===== src/rtl/iackbt_defs.svh =====
// Notes on behaviour
// (RULE1) error ending an autovectored acknowledge cycle takes the spurious interrupt exception; code raises sticky fatal fault if autovector was seen
// (RULE2) outside logic must not raise bus error after autovector in an acknowledge cycle
// (RULE3) autovector and size acknowledge together: size acknowledge wins
// (RULE4) top level line dropped then reasserted before acknowledge gives one interrupt
// (RULE5) cycle ended by external size acknowledge lasts at least three clocks
// (RULE6) outside logic should end its cycle on strobe rising edge, not counted clocks
// (RULE7) outside size acknowledge timed for two or more waits ends cycles correctly
// (RULE8) autovector ending makes the vector internally from the acknowledged level
`ifndef IACKBT_DEFS_SVH
`define IACKBT_DEFS_SVH
`define IACKBT_MIN_CYCLE_CLOCKS 3'h3
`define IACKBT_AUTOVEC_BASE     8'h18
`define IACKBT_SPURIOUS_VECTOR  8'h18
`define IACKBT_TOP_LEVEL        3'h7
`endif


===== src/rtl/iackbt_pkg.sv =====
package iackbt_pkg;
	typedef enum logic [1:0] {
		IACKBT_END_NONE,
		IACKBT_END_DATA,
		IACKBT_END_AUTOVEC,
		IACKBT_END_ERROR
	} iackbt_end_e;
endpackage


===== src/rtl/iackbt_sync.sv =====
`timescale 1ns/1ns
`default_nettype none
// three-stage pin synchroniser, change accepted when stages two and three agree
module iackbt_sync (
	input  wire logic clock_in,
	input  wire logic reset_in,
	input  wire logic pin_in,
	output logic      level_out
);
	logic s1_reg;
	logic s2_reg;
	logic s3_reg;

	// first stage feeds only the second
	always_ff @(posedge clock_in) begin
		if (reset_in) begin
			s1_reg <= 1'b0;
			s2_reg <= 1'b0;
			s3_reg <= 1'b0;
		end else begin
			s1_reg <= pin_in;
			s2_reg <= s1_reg;
			s3_reg <= s2_reg;
		end
	end

	// filtered level holds until two stages agree
	always_ff @(posedge clock_in) begin
		if (reset_in) begin
			level_out <= 1'b0;
		end else if (s2_reg == s3_reg) begin
			level_out <= s3_reg;
		end
	end
endmodule
`default_nettype wire


===== src/rtl/iackbt_top.sv =====
`timescale 1ns/1ns
`default_nettype none
`include "iackbt_defs.svh"
module iackbt_top (
	input  wire logic                 clock_in,
	input  wire logic                 reset_in,
	input  wire logic                 cycle_start_in,
	input  wire logic                 cycle_is_interrupt_ack_cycle_in,
	input  wire logic [2:0]           interrupt_ack_cycle_level_in,
	input  wire logic                 data_size_ack_n_in,
	input  wire logic                 autovector_request_n_in,
	input  wire logic                 bus_error_input_n_in,
	input  wire logic                 highest_level_int_line_n_in,
	input  wire logic [7:0]           data_bus_in,
	output logic                      address_strobe_n_out,
	output logic                      data_strobe_pin_n_out,
	output logic                      interrupt_ack_cycle_out,
	output logic                      cycle_done_out,
	output iackbt_pkg::iackbt_end_e   end_kind_out,
	output logic [7:0]                vector_out,
	output logic                      vector_valid_out,
	output logic                      spurious_exc_out,
	output logic                      fatal_fault_out,
	output logic                      top_int_request_out
);
	import iackbt_pkg::*;

	typedef enum logic [1:0] {IACKBT_IDLE, IACKBT_ACTIVE, IACKBT_END} iackbt_state_e;

	logic          data_size_ack_lvl;
	logic          autovector_request_lvl;
	logic          bus_error_input_lvl;
	logic          highest_level_int_line_lvl;
	iackbt_state_e state_reg;
	logic [2:0]    clocks_reg;
	logic          autovector_request_seen_reg;
	logic          highest_level_int_line_prev_reg;
	logic          highest_level_int_line_pend_reg;
	logic          is_interrupt_ack_cycle_reg;
	logic [2:0]    level_reg;
	logic          min_met;

	// active-low pins, synchronised; inverted so one means asserted
	iackbt_sync u_sync_data_size_ack (.clock_in(clock_in), .reset_in(reset_in),
		.pin_in(~data_size_ack_n_in), .level_out(data_size_ack_lvl));
	iackbt_sync u_sync_autovector_request (.clock_in(clock_in), .reset_in(reset_in),
		.pin_in(~autovector_request_n_in), .level_out(autovector_request_lvl));
	iackbt_sync u_sync_bus_error_input (.clock_in(clock_in), .reset_in(reset_in),
		.pin_in(~bus_error_input_n_in), .level_out(bus_error_input_lvl));
	iackbt_sync u_sync_highest_level_int_line (.clock_in(clock_in), .reset_in(reset_in),
		.pin_in(~highest_level_int_line_n_in), .level_out(highest_level_int_line_lvl));

	// termination only counts once the cycle has run its minimum clocks
	assign min_met = (clocks_reg >= (`IACKBT_MIN_CYCLE_CLOCKS - 3'h1)); // RULE5

	// cycle sequencer and strobes
	always_ff @(posedge clock_in) begin
		if (reset_in) begin
			state_reg             <= IACKBT_IDLE;
			clocks_reg            <= 3'h0;
			is_interrupt_ack_cycle_reg           <= 1'b0;
			level_reg             <= 3'h0;
			address_strobe_n_out  <= 1'b1;
			data_strobe_pin_n_out <= 1'b1;
			interrupt_ack_cycle_out <= 1'b0;
		end else begin
			case (state_reg)
				IACKBT_IDLE: begin
					clocks_reg <= 3'h0;
					if (cycle_start_in) begin
						state_reg             <= IACKBT_ACTIVE;
						is_interrupt_ack_cycle_reg           <= cycle_is_interrupt_ack_cycle_in;
						level_reg             <= interrupt_ack_cycle_level_in;
						address_strobe_n_out  <= 1'b0;
						data_strobe_pin_n_out <= 1'b0;
						interrupt_ack_cycle_out <= cycle_is_interrupt_ack_cycle_in;
					end
				end
				IACKBT_ACTIVE: begin
					if (clocks_reg != 3'h7) begin
						clocks_reg <= clocks_reg + 3'h1;
					end
					// strobes rise on termination so outside logic can key on the edge
					if (min_met && (data_size_ack_lvl || bus_error_input_lvl || (autovector_request_lvl && is_interrupt_ack_cycle_reg))) begin
						state_reg             <= IACKBT_END; // RULE5
						address_strobe_n_out  <= 1'b1;
						data_strobe_pin_n_out <= 1'b1;
					end
				end
				IACKBT_END: begin
					// wait for outside acknowledges to release before a new cycle
					if (!data_size_ack_lvl && !autovector_request_lvl && !bus_error_input_lvl) begin
						state_reg             <= IACKBT_IDLE;
						interrupt_ack_cycle_out <= 1'b0;
					end
				end
				default: state_reg <= IACKBT_IDLE;
			endcase
		end
	end

	// remember autovector seen in this acknowledge cycle, to spot a late error
	always_ff @(posedge clock_in) begin
		if (reset_in || state_reg == IACKBT_IDLE) begin
			autovector_request_seen_reg <= 1'b0;
		end else if (state_reg == IACKBT_ACTIVE && is_interrupt_ack_cycle_reg && autovector_request_lvl) begin
			autovector_request_seen_reg <= 1'b1;
		end
	end

	// termination priority: size ack over error over autovector
	always_ff @(posedge clock_in) begin
		if (reset_in) begin
			cycle_done_out   <= 1'b0;
			end_kind_out     <= IACKBT_END_NONE;
			vector_out       <= 8'h00;
			vector_valid_out <= 1'b0;
			spurious_exc_out <= 1'b0;
			fatal_fault_out  <= 1'b0;
		end else begin
			cycle_done_out   <= 1'b0;
			vector_valid_out <= 1'b0;
			spurious_exc_out <= 1'b0;
			if (state_reg == IACKBT_ACTIVE && min_met) begin
				if (data_size_ack_lvl) begin
					cycle_done_out <= 1'b1;
					end_kind_out   <= IACKBT_END_DATA; // RULE3
					if (is_interrupt_ack_cycle_reg) begin
						vector_out       <= data_bus_in; // RULE3
						vector_valid_out <= 1'b1;
					end
				end else if (bus_error_input_lvl && is_interrupt_ack_cycle_reg && autovector_request_seen_reg) begin
					// error after autovector: unrecoverable, sticky until reset
					cycle_done_out  <= 1'b1;
					end_kind_out    <= IACKBT_END_ERROR;
					fatal_fault_out <= 1'b1; // RULE2
				end else if (bus_error_input_lvl) begin
					cycle_done_out <= 1'b1;
					end_kind_out   <= IACKBT_END_ERROR;
					if (is_interrupt_ack_cycle_reg) begin
						spurious_exc_out <= 1'b1; // RULE1
						vector_out       <= `IACKBT_SPURIOUS_VECTOR; // RULE1
						vector_valid_out <= 1'b1;
					end
				end else if (autovector_request_lvl && is_interrupt_ack_cycle_reg) begin
					cycle_done_out   <= 1'b1;
					end_kind_out     <= IACKBT_END_AUTOVEC;
					vector_out       <= `IACKBT_AUTOVEC_BASE + {5'h00, level_reg}; // RULE8
					vector_valid_out <= 1'b1;
				end
			end
		end
	end

	// top-level line is edge sensitive; a pending request clears only on its acknowledge,
	// so a release and reassert before that acknowledge still yields one interrupt
	always_ff @(posedge clock_in) begin
		if (reset_in) begin
			highest_level_int_line_prev_reg       <= 1'b0;
			highest_level_int_line_pend_reg       <= 1'b0;
			top_int_request_out <= 1'b0;
		end else begin
			highest_level_int_line_prev_reg <= highest_level_int_line_lvl;
			if (highest_level_int_line_lvl && !highest_level_int_line_prev_reg) begin
				highest_level_int_line_pend_reg <= 1'b1; // RULE4
			end else if (state_reg == IACKBT_END && is_interrupt_ack_cycle_reg
				&& level_reg == `IACKBT_TOP_LEVEL) begin
				highest_level_int_line_pend_reg <= 1'b0; // RULE4
			end
			top_int_request_out <= highest_level_int_line_pend_reg;
		end
	end
endmodule
`default_nettype wire


===== config.mk =====
export PLATFORM = sky130hd
export DESIGN_NAME = iackbt_top
export DESIGN_NICKNAME = d
export VERILOG_FILES = /design/src/rtl/iackbt_pkg.sv /design/src/rtl/iackbt_sync.sv /design/src/rtl/iackbt_top.sv
export VERILOG_INCLUDE_DIRS = /design/src /design/src/rtl
export SDC_FILE = /design/constraint.sdc
export NUM_CORES = 1
export LEC_CHECK = 0
export BUFFER_PORTS_ARGS = -buffer_cell sky130_fd_sc_hd__buf_2
export CAP_MARGIN = 20
export CORE_MARGIN = 3
export CORE_UTILIZATION = 32
export CTS_CLUSTER_SIZE = 28
export DETAILED_ROUTE_END_ITERATION = 6
export PLACE_DENSITY = 0.56
export SYNTH_ARGS = -nofsm -noshare
export SYNTH_HDL_FRONTEND = slang
export SYNTH_SLANG_ARGS = --single-unit

===== constraint.sdc =====
create_clock -name clock_in -period 1.7 [get_ports clock_in]
set_clock_uncertainty 0.2 [all_clocks]
set_input_delay 0.34 -clock clock_in [delete_from_list [all_inputs] [get_ports clock_in]]
set_output_delay 0.34 -clock clock_in [all_outputs]
set_load 0.05 [all_outputs]

==> flow_metrics.env <==
export IMPL_die_area_sq_mm=0.006254
export IMPL_dr_pass1_iters=4
export IMPL_clkPwrFrac_pct=33.1
export IMPL_hold_viol_final=0
export IMPL_setup_tns_ns=0
export IMPL_hold_ws_ns=0.1020
export IMPL_wirelength_mm=3.655
export IMPL_cp_depth=7
export IMPL_layout_cells_non_filler=312
export IMPL_place_gp_congestion=0.7151
export IMPL_clkSinkCount=45
export IMPL_clk_pin_slew_ns=0.08
export IMPL_cts_tree="done"
export IMPL_internal_power_mw=1.437
export IMPL_endpoint_kind="flop"
export IMPL_yosysSeqAreaShare_pct=52.71
export IMPL_whs_path_depth=3
export IMPL_reg2reg_depth=7
export IMPL_synth_cell_type_count=34
export IMPL_port_buffers=36
export IMPL_drt_met1_wl_mm=1.726
export IMPL_placed_cells=297
export IMPL_min_period_over_period_pct=98.60
export IMPL_power_density_mw_per_mm2=833.1
export IMPL_antenna_found_initial=0
export IMPL_synth_edff_count=0
export IMPL_hold_path_class="input port to flop"
export IMPL_critPathTopFamily="simple AND/OR/NAND/NOR gates"
export IMPL_core_area_sq_mm=0.004942
export IMPL_gr_total_overflow=0
export IMPL_cts_inserted_buffers=5
export IMPL_fillers=525
export IMPL_critPathLaunchType="flop"
export IMPL_power_frac_seq_pct=58.8
export IMPL_dieHeight_microns=79.08
export IMPL_multiInputGateArea_sq_um=754.5
export IMPL_final_setup_viol_count=0
export IMPL_syn_num_nets=212
export IMPL_required_ns=1.73
export IMPL_cts_root_buffer="clkbuf_8"
export IMPL_sw_frac_of_total_pct=22.76
export IMPL_power_leakage_nw=0.8944
export IMPL_synth_seq_cells=45
export IMPL_slowest_delay_ns=0.33
export IMPL_layout_setup_ws_ns=0.02384
export IMPL_cp_max_fo=7
export IMPL_p_total_mw=1.861
export IMPL_fin_util_pct=45.19
export IMPL_crit_buf_inv=2
export IMPL_rrSetupSlack_ns=0.02
export IMPL_grt_use_total_pct=12.42
export IMPL_fin_nets=266
export IMPL_min_from="interrupt_ack_cycle_level_in[1]"
export IMPL_grt_pass1_vias=1365
export IMPL_first_iter_violations=57
export IMPL_arrival_ns=1.70
export IMPL_dpl_hpwl_mm=2.665
export IMPL_drc_errors=0
export IMPL_area_delta_synth_final_pct=30.67
export IMPL_io_pins=37
export IMPL_synth_largest_area_cell="dfxtp_1"
export IMPL_synth_cell_area_sq_mm=0.001709
export IMPL_cts_htree_levels=2
export IMPL_status="completed"
export IMPL_cap_violations=0
export IMPL_worstPathCellList="inv_2, ha_4, nor3_2, or2_1, buf_6, or3_1, a21oi_1"
export IMPL_slew_headroom_pct=71.09
export IMPL_postSynthCellCount=190
export IMPL_grt_pass1_wl_mm=6.065
export IMPL_synthTopCellsByCount="dfxtp_1 (45), a21oi_1 (24), o21ai_0 (17), nor2_1 (15), nand2_1 (12)"
export IMPL_dpl_worst_slack_ns=-0.02909
export IMPL_startpoint="clocks_reg[0]"
export IMPL_final_seq_area_sq_um=903.4
export IMPL_timing_worst_slew_pin_value_ns=0.4337
export IMPL_highest_layer="met4"
export IMPL_antenna_left=0
export IMPL_r2r_start="clocks_reg[0]"
export IMPL_yosysWarnings=0
export IMPL_layout_drive_gt1_share_pct=31.84
export IMPL_clock_latency_ns=0.29
export IMPL_wl_met3_microns=216
export IMPL_synthTopCellsByArea="dfxtp_1 (53%), a21oi_1 (7.0%), o21ai_0 (5.0%)"
export IMPL_rsz0062_at_grt="true"
export IMPL_antennaDiodeCount=0
export IMPL_finalInstanceArea_sq_mm=0.002233
export IMPL_dr_wl_met2_mm=1.631
export IMPL_synth_most_common_cell="dfxtp_1"
export IMPL_wire_per_inst_microns=11.71
export IMPL_ir_worst_vdd_mv=0.5529
export IMPL_grt_max_degree=26
export IMPL_ys_flop_type="dfxtp_1"
export IMPL_async_reset_ff_share_pct=0
export IMPL_max_freq_mhz=596.6
export IMPL_cp_slowest_cell="dfxtp_2"
export IMPL_die_w_microns=79.08
export IMPL_slew_viol_final=0
export IMPL_post_route_min_period_ns=1.676
export IMPL_p_comb_share_pct=8.1
export IMPL_largest_reg_flops=8
export IMPL_netlist_area_leader_share_pct=52.71
export IMPL_initial_core_util_pct=34.58
export IMPL_clockBufferDepth=2
export IMPL_switchingPower_uw=423.4
export IMPL_rows=25
export IMPL_critPathKind="flop to flop"
export IMPL_vias=1455
export IMPL_viasPerCell=4.663
export IMPL_postPlaceCellArea_sq_mm=0.002036
export IMPL_avgSynthCellArea_sq_um=8.995
[worst paths after layout]
kind                                endpoint
max reg2reg                    vector_out[2]
min reg2reg  highest_level_int_line_pend_reg
min                             level_reg[1]
max                            vector_out[2]
[cells in the final DEF, fill, tap and decap left out, types with 3 or more instances in the layout]
| master | instances |
|---|---|
| dfxtp_1 | 43 |
| buf_2 | 36 |
| a21oi_1 | 21 |
| buf_4 | 20 |
| nor2_1 | 15 |
| o21ai_0 | 12 |
| nand2_1 | 12 |
| nor2b_1 | 11 |
| nor3_1 | 9 |
| clkbuf_8 | 5 |
| nand3_1 | 4 |
| inv_1 | 4 |
| o21ai_1 | 4 |
| nand4_1 | 4 |
| dlygate4sd3_1 | 4 |
| or3_4 | 3 |
| a21oi_2 | 3 |
| clkbuf_1 | 3 |
[area by class of cell]
cell class              instances  share of cell area, %
clock buffers                   8                  3.585
inverters                       5                 0.8403
multi-input cells             125                  33.78
flip-flops and latches         45                  40.45
well taps                      67                  3.754
repair buffers                 62                  17.59
[cells by family after synthesis]
kind of cell    share of synthesized area [%]
buf+inv                                 6.076
compound gates                          16.91
mux                                     1.171
flops                                   52.71
simple gates                            20.94
fa+ha+maj                               2.196
[worst min-delay path: stages]
cell and delay, ns:
buf_2 0.10, nand3_1 0.05, a21oi_1 0.05
[power groups by stage]
stage / Sequential [mW] / Clock [mW] / Combinational, mW
after floorplan: 1.12 / 0 / 0.0759
after global placement: 1.12 / 0 / 0.139
after detailed placement: 1.12 / 0 / 0.141
after CTS: 1.09 / 0.644 / 0.150
after global routing: 1.10 / 0.696 / 0.166
final: 1.09 / 0.616 / 0.150
[layer usage]
metal,vias to the layer above,track usage (%)
met5,-,0
met4,0,5.842
met3,7,4.649
met2,28,19.11
met1,657,15.32
li1,763,-
[what timing repair did]
item                                   in CTS  in global routing
setup endpoints to repair                   5                 13
endpoints found under the hold margin       4                  0
pin swaps                                   7                 13
gates resized for setup                     5                 15
setup buffers                               2                  1
hold buffers                                4                  0
Power figures use the tool's default switching activity.
